==> src/hdl/cell_balance_pkg.sv <==
// package of register map, field layouts and timing constants for the balance configuration bank
package cell_balance_pkg;
    // ------------------------------------------------------------
    // register indices (printed offsets), byte address = 4 * index
    // ------------------------------------------------------------
    localparam logic [7:0] idx_cell14_balance_expiry = 8'h7d;
    localparam logic [7:0] idx_balance_undervolt_threshold = 8'h7e;
    localparam logic [7:0] idx_balance_delay_control = 8'h7f;
    localparam logic [7:0] idx_balance_mode = 8'h80;
    localparam logic [7:0] idx_status = 8'h81;
    // ------------------------------------------------------------
    // field layouts
    // ------------------------------------------------------------
    localparam int expiry_w = 10;
    localparam int level_w = 14;
    localparam int level_lsb = 2;
    localparam int sel_bit = 0;
    localparam int notify_lsb = 8;
    localparam int notify_w = 2;
    localparam int cal_w = 3;
    localparam int mode_w = 3;
    localparam int mode_auto_bit = 2;
    localparam int cell_idx_w = 4;
    // ------------------------------------------------------------
    // reset values and special codes
    // ------------------------------------------------------------
    localparam logic [expiry_w-1:0] expiry_reset = 10'h000;
    localparam logic [expiry_w-1:0] expiry_forever = 10'h3ff;
    localparam logic [level_w-1:0] level_full_scale = 14'h3fff;
    localparam logic [mode_w-1:0] mode_discharge = 3'h1;
    localparam logic [31:0] read_zero = 32'h0000_0000;
    // ------------------------------------------------------------
    // timing
    // ------------------------------------------------------------
    localparam longint clk_hz = 50_000_000;
    localparam longint notify_base_s = 3600;
    localparam longint notify_base_cycles = clk_hz * notify_base_s;
    localparam logic [2:0] notify_hours_one = 3'h1;
    localparam logic [2:0] notify_hours_two = 3'h2;
    localparam logic [2:0] notify_hours_four = 3'h4;
endpackage

==> src/hdl/cell_balance_config_regs.sv <==
// configuration register bank for automated cell balancing, apb slave
// Overview of operation
// ten-bit cell 14 expiry, unit per mode
// all-ones expiry means never expire
// expiry resets zero, zero means expired
// automated mode blocks expiry and threshold writes
// scan active rejects lowest-cell selection, alert
// threshold read shows level and selection
// fourteen-bit level suspends balancing below it
// level resets to full scale
// selection clear loads written level
// selection set loads lowest cell result
// bipolar polarity forces full scale instead
// discharge or automated mode blocks delay writes
// notify period off, one, two, four hours
// notify timed in real time, not duty
// notify continues during shutdown line hold
// calibration period field, off to thirty-two
// balancing mode field encoding
// blocked write leaves register unchanged
module cell_balance_config_regs
    import cell_balance_pkg::*;
#(
    parameter longint notify_unit_cycles = cell_balance_pkg::notify_base_cycles,
    parameter int cells = 16
) (
    // clock, reset, enable
    input wire logic pclk,
    input wire logic presetn,
    input wire logic ce,
    // apb
    input wire logic psel,
    input wire logic penable,
    input wire logic pwrite,
    input wire logic [31:0] paddr,
    input wire logic [31:0] pwdata,
    output logic [31:0] prdata,
    output logic pready,
    output logic pslverr,
    // measurement side
    input wire logic scan_active,
    input wire logic extreme_search_polarity,
    input wire logic [cell_balance_pkg::cell_idx_w-1:0] lowest_cell_index,
    input wire logic result_wr,
    input wire logic [cell_balance_pkg::cell_idx_w-1:0] result_idx,
    input wire logic [cell_balance_pkg::level_w-1:0] result_data,
    input wire logic [cell_balance_pkg::level_w-1:0] cell_reading,
    input wire logic balancing_running,
    input wire logic shutdown_line_hold,
    // block outputs
    output logic [cell_balance_pkg::expiry_w-1:0] cell14_expiry_time,
    output logic cell14_timer_forever,
    output logic cell14_timer_expired,
    output logic [cell_balance_pkg::level_w-1:0] undervolt_exit_level,
    output logic balance_suspend,
    output logic [cell_balance_pkg::mode_w-1:0] balance_mode_select,
    output logic [cell_balance_pkg::cal_w-1:0] calibration_period_select,
    output logic write_rejected_alert,
    output logic progress_notify_alert
);
    // ------------------------------------------------------------
    // decode
    // ------------------------------------------------------------
    function automatic logic hit(input logic [31:0] a, input logic [7:0] idx);
        hit = (a[1:0] == 2'b00) && (a[31:10] == 22'h0) && (a[9:2] == idx);
    endfunction

    logic access;
    logic wr_go;
    logic reject_now;
    logic notify_due;
    logic [level_w-1:0] level_q;
    logic sel_q;
    logic [notify_w-1:0] notify_period_q;
    logic [cal_w-1:0] cal_q;
    logic auto_mode;
    logic disch_or_auto;
    logic th_pending_q;
    logic [level_w-1:0] mem_rd;
    logic mapped;

    assign access = ce && psel && penable;
    assign wr_go = access && pwrite;
    // a rejected lowest-cell load must not touch sel or level, only raise the alert
    assign reject_now = wr_go && hit(paddr, idx_balance_undervolt_threshold) && !auto_mode
        && pwdata[sel_bit] && scan_active;
    assign auto_mode = balance_mode_select[mode_auto_bit];
    assign disch_or_auto = auto_mode || (balance_mode_select == mode_discharge);
    assign mapped = hit(paddr, idx_cell14_balance_expiry) || hit(paddr, idx_balance_undervolt_threshold)
        || hit(paddr, idx_balance_delay_control) || hit(paddr, idx_balance_mode) || hit(paddr, idx_status);

    cell_result_mem #(.cells(cells), .aw(cell_idx_w), .dw(level_w)) u_mem (
        .pclk(pclk),
        .ce(ce),
        .wr_en(result_wr),
        .wr_addr(result_idx),
        .wr_data(result_data),
        .rd_addr(lowest_cell_index),
        .rd_data(mem_rd)
    );

    // ------------------------------------------------------------
    // apb answer: zero wait states
    // pready is loaded in the setup cycle, so ce low stalls the answer as well
    // ------------------------------------------------------------
    always_ff @(posedge pclk or negedge presetn) begin
        if (!presetn) begin
            pready <= 1'b0;
            pslverr <= 1'b0;
        end else if (ce) begin
            pready <= psel && !penable;
            pslverr <= psel && !penable && !mapped;
        end
    end

    always_ff @(posedge pclk or negedge presetn) begin
        if (!presetn) begin
            prdata <= read_zero;
        end else if (ce && psel && !penable && !pwrite) begin
            prdata <= read_zero;
            if (hit(paddr, idx_cell14_balance_expiry)) begin
                prdata[expiry_w-1:0] <= cell14_expiry_time;
            end else if (hit(paddr, idx_balance_undervolt_threshold)) begin
                prdata[level_lsb +: level_w] <= level_q;
                prdata[sel_bit] <= sel_q;
            end else if (hit(paddr, idx_balance_delay_control)) begin
                prdata[notify_lsb +: notify_w] <= notify_period_q;
                prdata[cal_w-1:0] <= cal_q;
            end else if (hit(paddr, idx_balance_mode)) begin
                prdata[mode_w-1:0] <= balance_mode_select;
            end else if (hit(paddr, idx_status)) begin
                prdata[0] <= write_rejected_alert;
                prdata[1] <= progress_notify_alert;
            end
        end
    end

    // ------------------------------------------------------------
    // balancing mode
    // ------------------------------------------------------------
    always_ff @(posedge pclk or negedge presetn) begin
        if (!presetn) begin
            balance_mode_select <= '0;
        end else if (wr_go && hit(paddr, idx_balance_mode)) begin
            balance_mode_select <= pwdata[mode_w-1:0];
        end
    end

    // ------------------------------------------------------------
    // cell 14 expiry
    // ------------------------------------------------------------
    always_ff @(posedge pclk or negedge presetn) begin
        if (!presetn) begin
            cell14_expiry_time <= expiry_reset;
        end else if (wr_go && hit(paddr, idx_cell14_balance_expiry) && !auto_mode) begin
            cell14_expiry_time <= pwdata[expiry_w-1:0];
        end
    end

    always_ff @(posedge pclk or negedge presetn) begin
        if (!presetn) begin
            cell14_timer_forever <= 1'b0;
            cell14_timer_expired <= 1'b1;
        end else if (ce) begin
            cell14_timer_forever <= cell14_expiry_time == expiry_forever;
            cell14_timer_expired <= cell14_expiry_time == expiry_reset;
        end
    end

    // ------------------------------------------------------------
    // undervoltage threshold; lowest-cell load takes one extra cycle
    // because the result memory read is registered
    // ------------------------------------------------------------
    always_ff @(posedge pclk or negedge presetn) begin
        if (!presetn) begin
            level_q <= level_full_scale;
            sel_q <= 1'b0;
            th_pending_q <= 1'b0;
        end else if (ce) begin
            th_pending_q <= 1'b0;
            if (th_pending_q) begin
                level_q <= mem_rd;
            end
            if (wr_go && hit(paddr, idx_balance_undervolt_threshold) && !auto_mode && !reject_now) begin
                if (pwdata[sel_bit]) begin
                    sel_q <= 1'b1;
                    if (extreme_search_polarity) begin
                        level_q <= level_full_scale;
                    end else begin
                        th_pending_q <= 1'b1;
                    end
                end else begin
                    sel_q <= 1'b0;
                    level_q <= pwdata[level_lsb +: level_w];
                end
            end
        end
    end

    // ------------------------------------------------------------
    // write-rejected alert: sticky until software writes one to clear;
    // a new reject wins over a clear in the same cycle
    // ------------------------------------------------------------
    always_ff @(posedge pclk or negedge presetn) begin
        if (!presetn) begin
            write_rejected_alert <= 1'b0;
        end else if (ce) begin
            if (reject_now) begin
                write_rejected_alert <= 1'b1;
            end else if (wr_go && hit(paddr, idx_status) && pwdata[0]) begin
                write_rejected_alert <= 1'b0;
            end
        end
    end

    always_ff @(posedge pclk or negedge presetn) begin
        if (!presetn) begin
            undervolt_exit_level <= level_full_scale;
            balance_suspend <= 1'b0;
        end else if (ce) begin
            undervolt_exit_level <= level_q;
            balance_suspend <= cell_reading < level_q;
        end
    end

    // ------------------------------------------------------------
    // delay control
    // ------------------------------------------------------------
    always_ff @(posedge pclk or negedge presetn) begin
        if (!presetn) begin
            notify_period_q <= '0;
            cal_q <= '0;
        end else if (wr_go && hit(paddr, idx_balance_delay_control) && !disch_or_auto) begin
            notify_period_q <= pwdata[notify_lsb +: notify_w];
            cal_q <= pwdata[cal_w-1:0];
        end
    end

    always_ff @(posedge pclk or negedge presetn) begin
        if (!presetn) begin
            calibration_period_select <= '0;
        end else if (ce) begin
            calibration_period_select <= cal_q;
        end
    end

    // ------------------------------------------------------------
    // progress notification: real-time counter, cleared whenever notify is not live, so the
    // duty setting never stretches the period
    // ------------------------------------------------------------
    logic [47:0] tick_q;
    logic [2:0] hours_q;
    logic [2:0] hours_target;
    logic notify_live;

    always_comb begin
        case (notify_period_q)
            2'b01: hours_target = notify_hours_one;
            2'b10: hours_target = notify_hours_two;
            2'b11: hours_target = notify_hours_four;
            default: hours_target = '0;
        endcase
    end

    assign notify_live = (notify_period_q != '0) && (balancing_running || shutdown_line_hold);
    // due on the last tick of the last hour of the selected period
    assign notify_due = notify_live && (tick_q == 48'(notify_unit_cycles - 1))
        && (hours_q + 3'h1 == hours_target);

    always_ff @(posedge pclk or negedge presetn) begin
        if (!presetn) begin
            tick_q <= '0;
            hours_q <= '0;
        end else if (ce) begin
            if (!notify_live) begin
                tick_q <= '0;
                hours_q <= '0;
            end else if (tick_q == 48'(notify_unit_cycles - 1)) begin
                tick_q <= '0;
                if (notify_due) begin
                    hours_q <= '0;
                end else begin
                    hours_q <= hours_q + 3'd1;
                end
            end else begin
                tick_q <= tick_q + 48'd1;
            end
        end
    end

    // a due notice wins over a same-cycle clear so no period is lost
    always_ff @(posedge pclk or negedge presetn) begin
        if (!presetn) begin
            progress_notify_alert <= 1'b0;
        end else if (ce) begin
            if (notify_due) begin
                progress_notify_alert <= 1'b1;
            end else if (wr_go && hit(paddr, idx_status) && pwdata[1]) begin
                progress_notify_alert <= 1'b0;
            end
        end
    end
endmodule // cell_balance_config_regs

==> src/hdl/cell_result_mem.sv <==
// small memory of per-cell results, registered read port
module cell_result_mem #(
    parameter int cells = 16,
    parameter int aw = 4,
    parameter int dw = 14
) (
    // clock
    input wire logic pclk,
    input wire logic ce,
    // write port
    input wire logic wr_en,
    input wire logic [aw-1:0] wr_addr,
    input wire logic [dw-1:0] wr_data,
    // read port
    input wire logic [aw-1:0] rd_addr,
    output logic [dw-1:0] rd_data
);
    logic [dw-1:0] mem [cells];

    always_ff @(posedge pclk) begin
        if (ce && wr_en) begin
            mem[wr_addr] <= wr_data;
        end
    end

    always_ff @(posedge pclk) begin
        if (ce) begin
            rd_data <= mem[rd_addr];
        end
    end
endmodule // cell_result_mem

==> config.mk <==
export PLATFORM = sky130hd
export DESIGN_NAME = cell_balance_config_regs
export DESIGN_NICKNAME = d
export VERILOG_FILES = /design/src/hdl/cell_balance_pkg.sv /design/src/hdl/cell_balance_config_regs.sv /design/src/hdl/cell_result_mem.sv
export SDC_FILE = /design/constraint.sdc
export NUM_CORES = 1
export LEC_CHECK = 0
export BUFFER_PORTS_ARGS = -buffer_cell sky130_fd_sc_hd__buf_4
export CAP_MARGIN = 10
export CORE_UTILIZATION = 53
export CTS_CLUSTER_DIAMETER = 60
export DETAILED_ROUTE_END_ITERATION = 10
export GPL_ROUTABILITY_DRIVEN = 0
export PLACE_DENSITY = 0.8
export RECOVER_POWER = 100
export SYNTH_ARGS = -nofsm -noshare
export SYNTH_HDL_FRONTEND = slang
export SYNTH_HIERARCHICAL = 1
export SYNTH_SLANG_ARGS = --single-unit
==> constraint.sdc <==
create_clock -name pclk -period 3.4 [get_ports pclk]
set_input_delay 0.17 -clock pclk [delete_from_list [all_inputs] [get_ports pclk]]
set_output_delay 0.17 -clock pclk [all_outputs]
set_load 0.01 [all_outputs]
==> flow_metrics.env <==
export IMPL_synth_area_top_cells="edfxtp_1, dfrtp_1, mux4_2"
export IMPL_cap_violations=2
export IMPL_first_pass_iters=7
export IMPL_vias_per_cell=6.11
export IMPL_ios=180
export IMPL_cts_sinks=363
export IMPL_synth_seq_area_share_pct=65.3
export IMPL_area_delta_synth_final_pct=18.2
export IMPL_numPortBuffers=147
export IMPL_drtIter0Drc=938
export IMPL_cp_slowest_cell="a21oi_1"
export IMPL_grt_max_degree=97
export IMPL_fillCellCount=2101
export IMPL_ctsRootBufferMaster="clkbuf_16"
export IMPL_ys_types=72
export IMPL_report_final_slew_viol_count=54
export IMPL_cp_required_ns=3.79
export IMPL_hpwlAfterDp_um=24000
export IMPL_period_minus_slack_ns=3.01
export IMPL_crit_type="reg -> reg"
export IMPL_start_kind="flop"
export IMPL_grt_overflow=0
export IMPL_setup_violations=0
export IMPL_hold_viol=0
export IMPL_ff2ff_path_depth=7
export IMPL_reg2reg_slack_ns=0.39
export IMPL_multi_input_area_um2=5040
export IMPL_hold_start="cell_reading[5]"
export IMPL_design_core_area_um2=29000
export IMPL_netlist_area_leader_share_pct=45.3
export IMPL_worstSkewPairLatency_ns=0.53
export IMPL_htreeDepth=2
export IMPL_r2r_end="tick_q[17]"
export IMPL_worst_slew_pin_slew_ns=2.03
export IMPL_final_util_pct=64.3
export IMPL_syn_inst=1067
export IMPL_finClkSkew_ns=0.0309
export IMPL_cts_setup_buffers=0
export IMPL_status="finished, violations left"
export IMPL_syn_area_um2=15800
export IMPL_drc=0
export IMPL_slew_headroom_pct=-35.1
export IMPL_postRouteAntennaNets=0
export IMPL_seqCellArea_um2=10300
export IMPL_hold_end="balance_suspend"
export IMPL_setup_tns_final_ns=0
export IMPL_fin_crit_sh_pct=88.6
export IMPL_critical_path_max_stage_delay_ns=0.64
export IMPL_antenna_found_initial=0
export IMPL_fmax_mhz=332
export IMPL_cts_made_buffers=38
export IMPL_placementRows=62
export IMPL_arrival_ns=3.40
export IMPL_violations="max-capacitance violations, max-slew violations"
export IMPL_cts_buffer_depth=3
export IMPL_track_usage_pct=24.8
export IMPL_grt_pass1_wl_um=57100
export IMPL_path_max_fanout=34
export IMPL_vias=10300
export IMPL_cts_reportedPaths_clkPinSlew_ns=0.06
export IMPL_die_h_um=175
export IMPL_path_cells="ha_1, nand3_1, or3_1, or4_1, a21oi_1, buf_12, nor2_1"
export IMPL_die_x_um=175
export IMPL_synth_warnings=6
export IMPL_cts_tree="built"
export IMPL_leakagePower_uw=0.00680
export IMPL_hold_path_depth=5
export IMPL_routedWlPerCell_um=22.2
export IMPL_start_util_pct=54.4
export IMPL_synthArstFlopShare_pct=34.4
export IMPL_ys_ff_latch=363
export IMPL_nNetsFinal=1400
export IMPL_irDropWorstVdd_mv=0.587
export IMPL_syn_area_per_cell_um2=14.8
export IMPL_synth_top_area_cell="edfxtp_1"
export IMPL_yosys_most_used_dff="edfxtp_1"
export IMPL_design_die_area_um2=30500
export IMPL_hold_path_class="in -> reg"
export IMPL_ctsResizeCount=0
export IMPL_holdBufCountCts=34
export IMPL_drive_gt1_share_pct=22.0
export IMPL_synth_edf_count=238
export IMPL_p_per_area_nw_per_um2=508
export IMPL_grt_pass1_vias=10300
export IMPL_rsz0062_at_grt="false"
export IMPL_worstReg2RegStart="tick_q[0]"
export IMPL_cp_end_kind="flop"
export IMPL_n_antenna_cell=0
export IMPL_drt_wl_total_um=37500
-- metrics by stage --
step	instances	setup slack [ns]	total power [uW]	hold WS (ns)	area [um^2]
2_1_floorplan	1082	1.05	5110	-0.126	15800
3_3_place_gp	1584	0.724	5340	0.128	17400
3_5_place_dp	1584	0.664	5360	0.136	17400
4_1_cts	1688	0.633	9560	0.0464	19000
5_1_grt	1688	0.248	9760	0.0763	18700
6_report	1688	0.388	9470	0.0672	18700
-- cell type report --
type	count	share of cell area, %
Sequential cell	363	55.3
Multi-Input combinational cell	628	27.0
Timing Repair Buffer	214	7.65
Clock buffer	50	5.61
Tap cell	384	2.58
Clock inverter	20	1.27
Inverter	29	0.583
-- kinds of logic after synthesis --
family                   synth area share (%)
adder cells (fa/ha/maj)                  1.19
multiplexers                             11.2
AND/OR/NAND/NOR                          10.7
buffers and inverters                    2.96
XOR/XNOR                                 1.61
AO/OA/AOI/OAI                            7.00
flip-flops                               65.3
other                                  0.0238
-- layout by cell type (no fill, tap or decap), types with 9 or more instances in the layout --
master	n
nand3_1	23
edfxtp_1	238
o221a_1	9
clkbuf_1	92
o21ai_0	18
dfrtp_1	96
nor3_1	18
mux2_2	38
mux4_2	56
nor4_1	23
ha_1	15
o211ai_1	13
nor2_1	67
or4_1	11
dfstp_2	23
or3_1	13
xor2_1	24
clkbuf_16	39
nand2_1	83
a21oi_1	17
buf_4	92
inv_1	29
a22oi_1	31
nand4_1	33
conb_1	16
dlygate4sd3_1	34
-- synth_stat cells (all sizes together) (17+ instances only) --
master and instances:
edfxtp 238, dfrtp 96, nand2 83, nor2 67, mux4 56, mux2 38, buf 36, nand4 33
a22oi 31, dfstp 29, inv 29, clkbuf 26, nor4 26, xor2 24, nand3 23, nor3 18
o21ai 18, a21oi 17
-- worst max-delay path, delay by kind of cell (launching register included) --
kind / cells / cell delay, ns
AND/OR/NAND/NOR: 4 / 1.31
flip-flops: 1 / 0.41
AO/OA/AOI/OAI: 1 / 0.64
buffers and inverters: 1 / 0.27
adder cells (fa/ha/maj): 1 / 0.22
-- how the worst max path moves through the flow --
stage                from    endpoint  slack [ns]  depth (start not counted)
6_report        tick_q[0]  tick_q[17]        0.39                          7
5_1_grt         tick_q[0]  tick_q[15]        0.25                          7
4_1_cts         tick_q[0]  tick_q[18]        0.63                          7
3_5_place_dp    tick_q[0]  tick_q[17]        0.66                          7
3_3_place_gp    tick_q[0]  tick_q[13]        0.72                          7
2_1_floorplan  tick_q[26]  hours_q[1]        1.05                          7
-- routing by layer --
layer / vias up / part of all wire, % / track usage, %
li1: 4584 / - / -
met1: 5141 / 38 / 31.5
met2: 506 / 50 / 42.5
met3: 89 / 8.5 / 4.57
met4: 0 / 2.9 / 9.28
met5: - / 0 / 0
-- power breakdown --
part / total [uW] / switching, uW / internal, uW
clock: 4180 / 1680 / 2500
sequential: 4800 / 19.9 / 4780
combinational: 488 / 279 / 209
total: 9470 / 1980 / 7490
-- sequential cells by signal (all words and copies together) (netlist names), 2 cells and up --
name,flops
balance_mode_select,3
cal_q,3
calibration_period_select,3
cell14_expiry_time,10
hours_q,3
level_q,14
notify_period_q,2
prdata,16
tick_q,48
u_mem/mem,224
u_mem/rd_data,14
undervolt_exit_level,14
(Power assumes the default switching activity.)
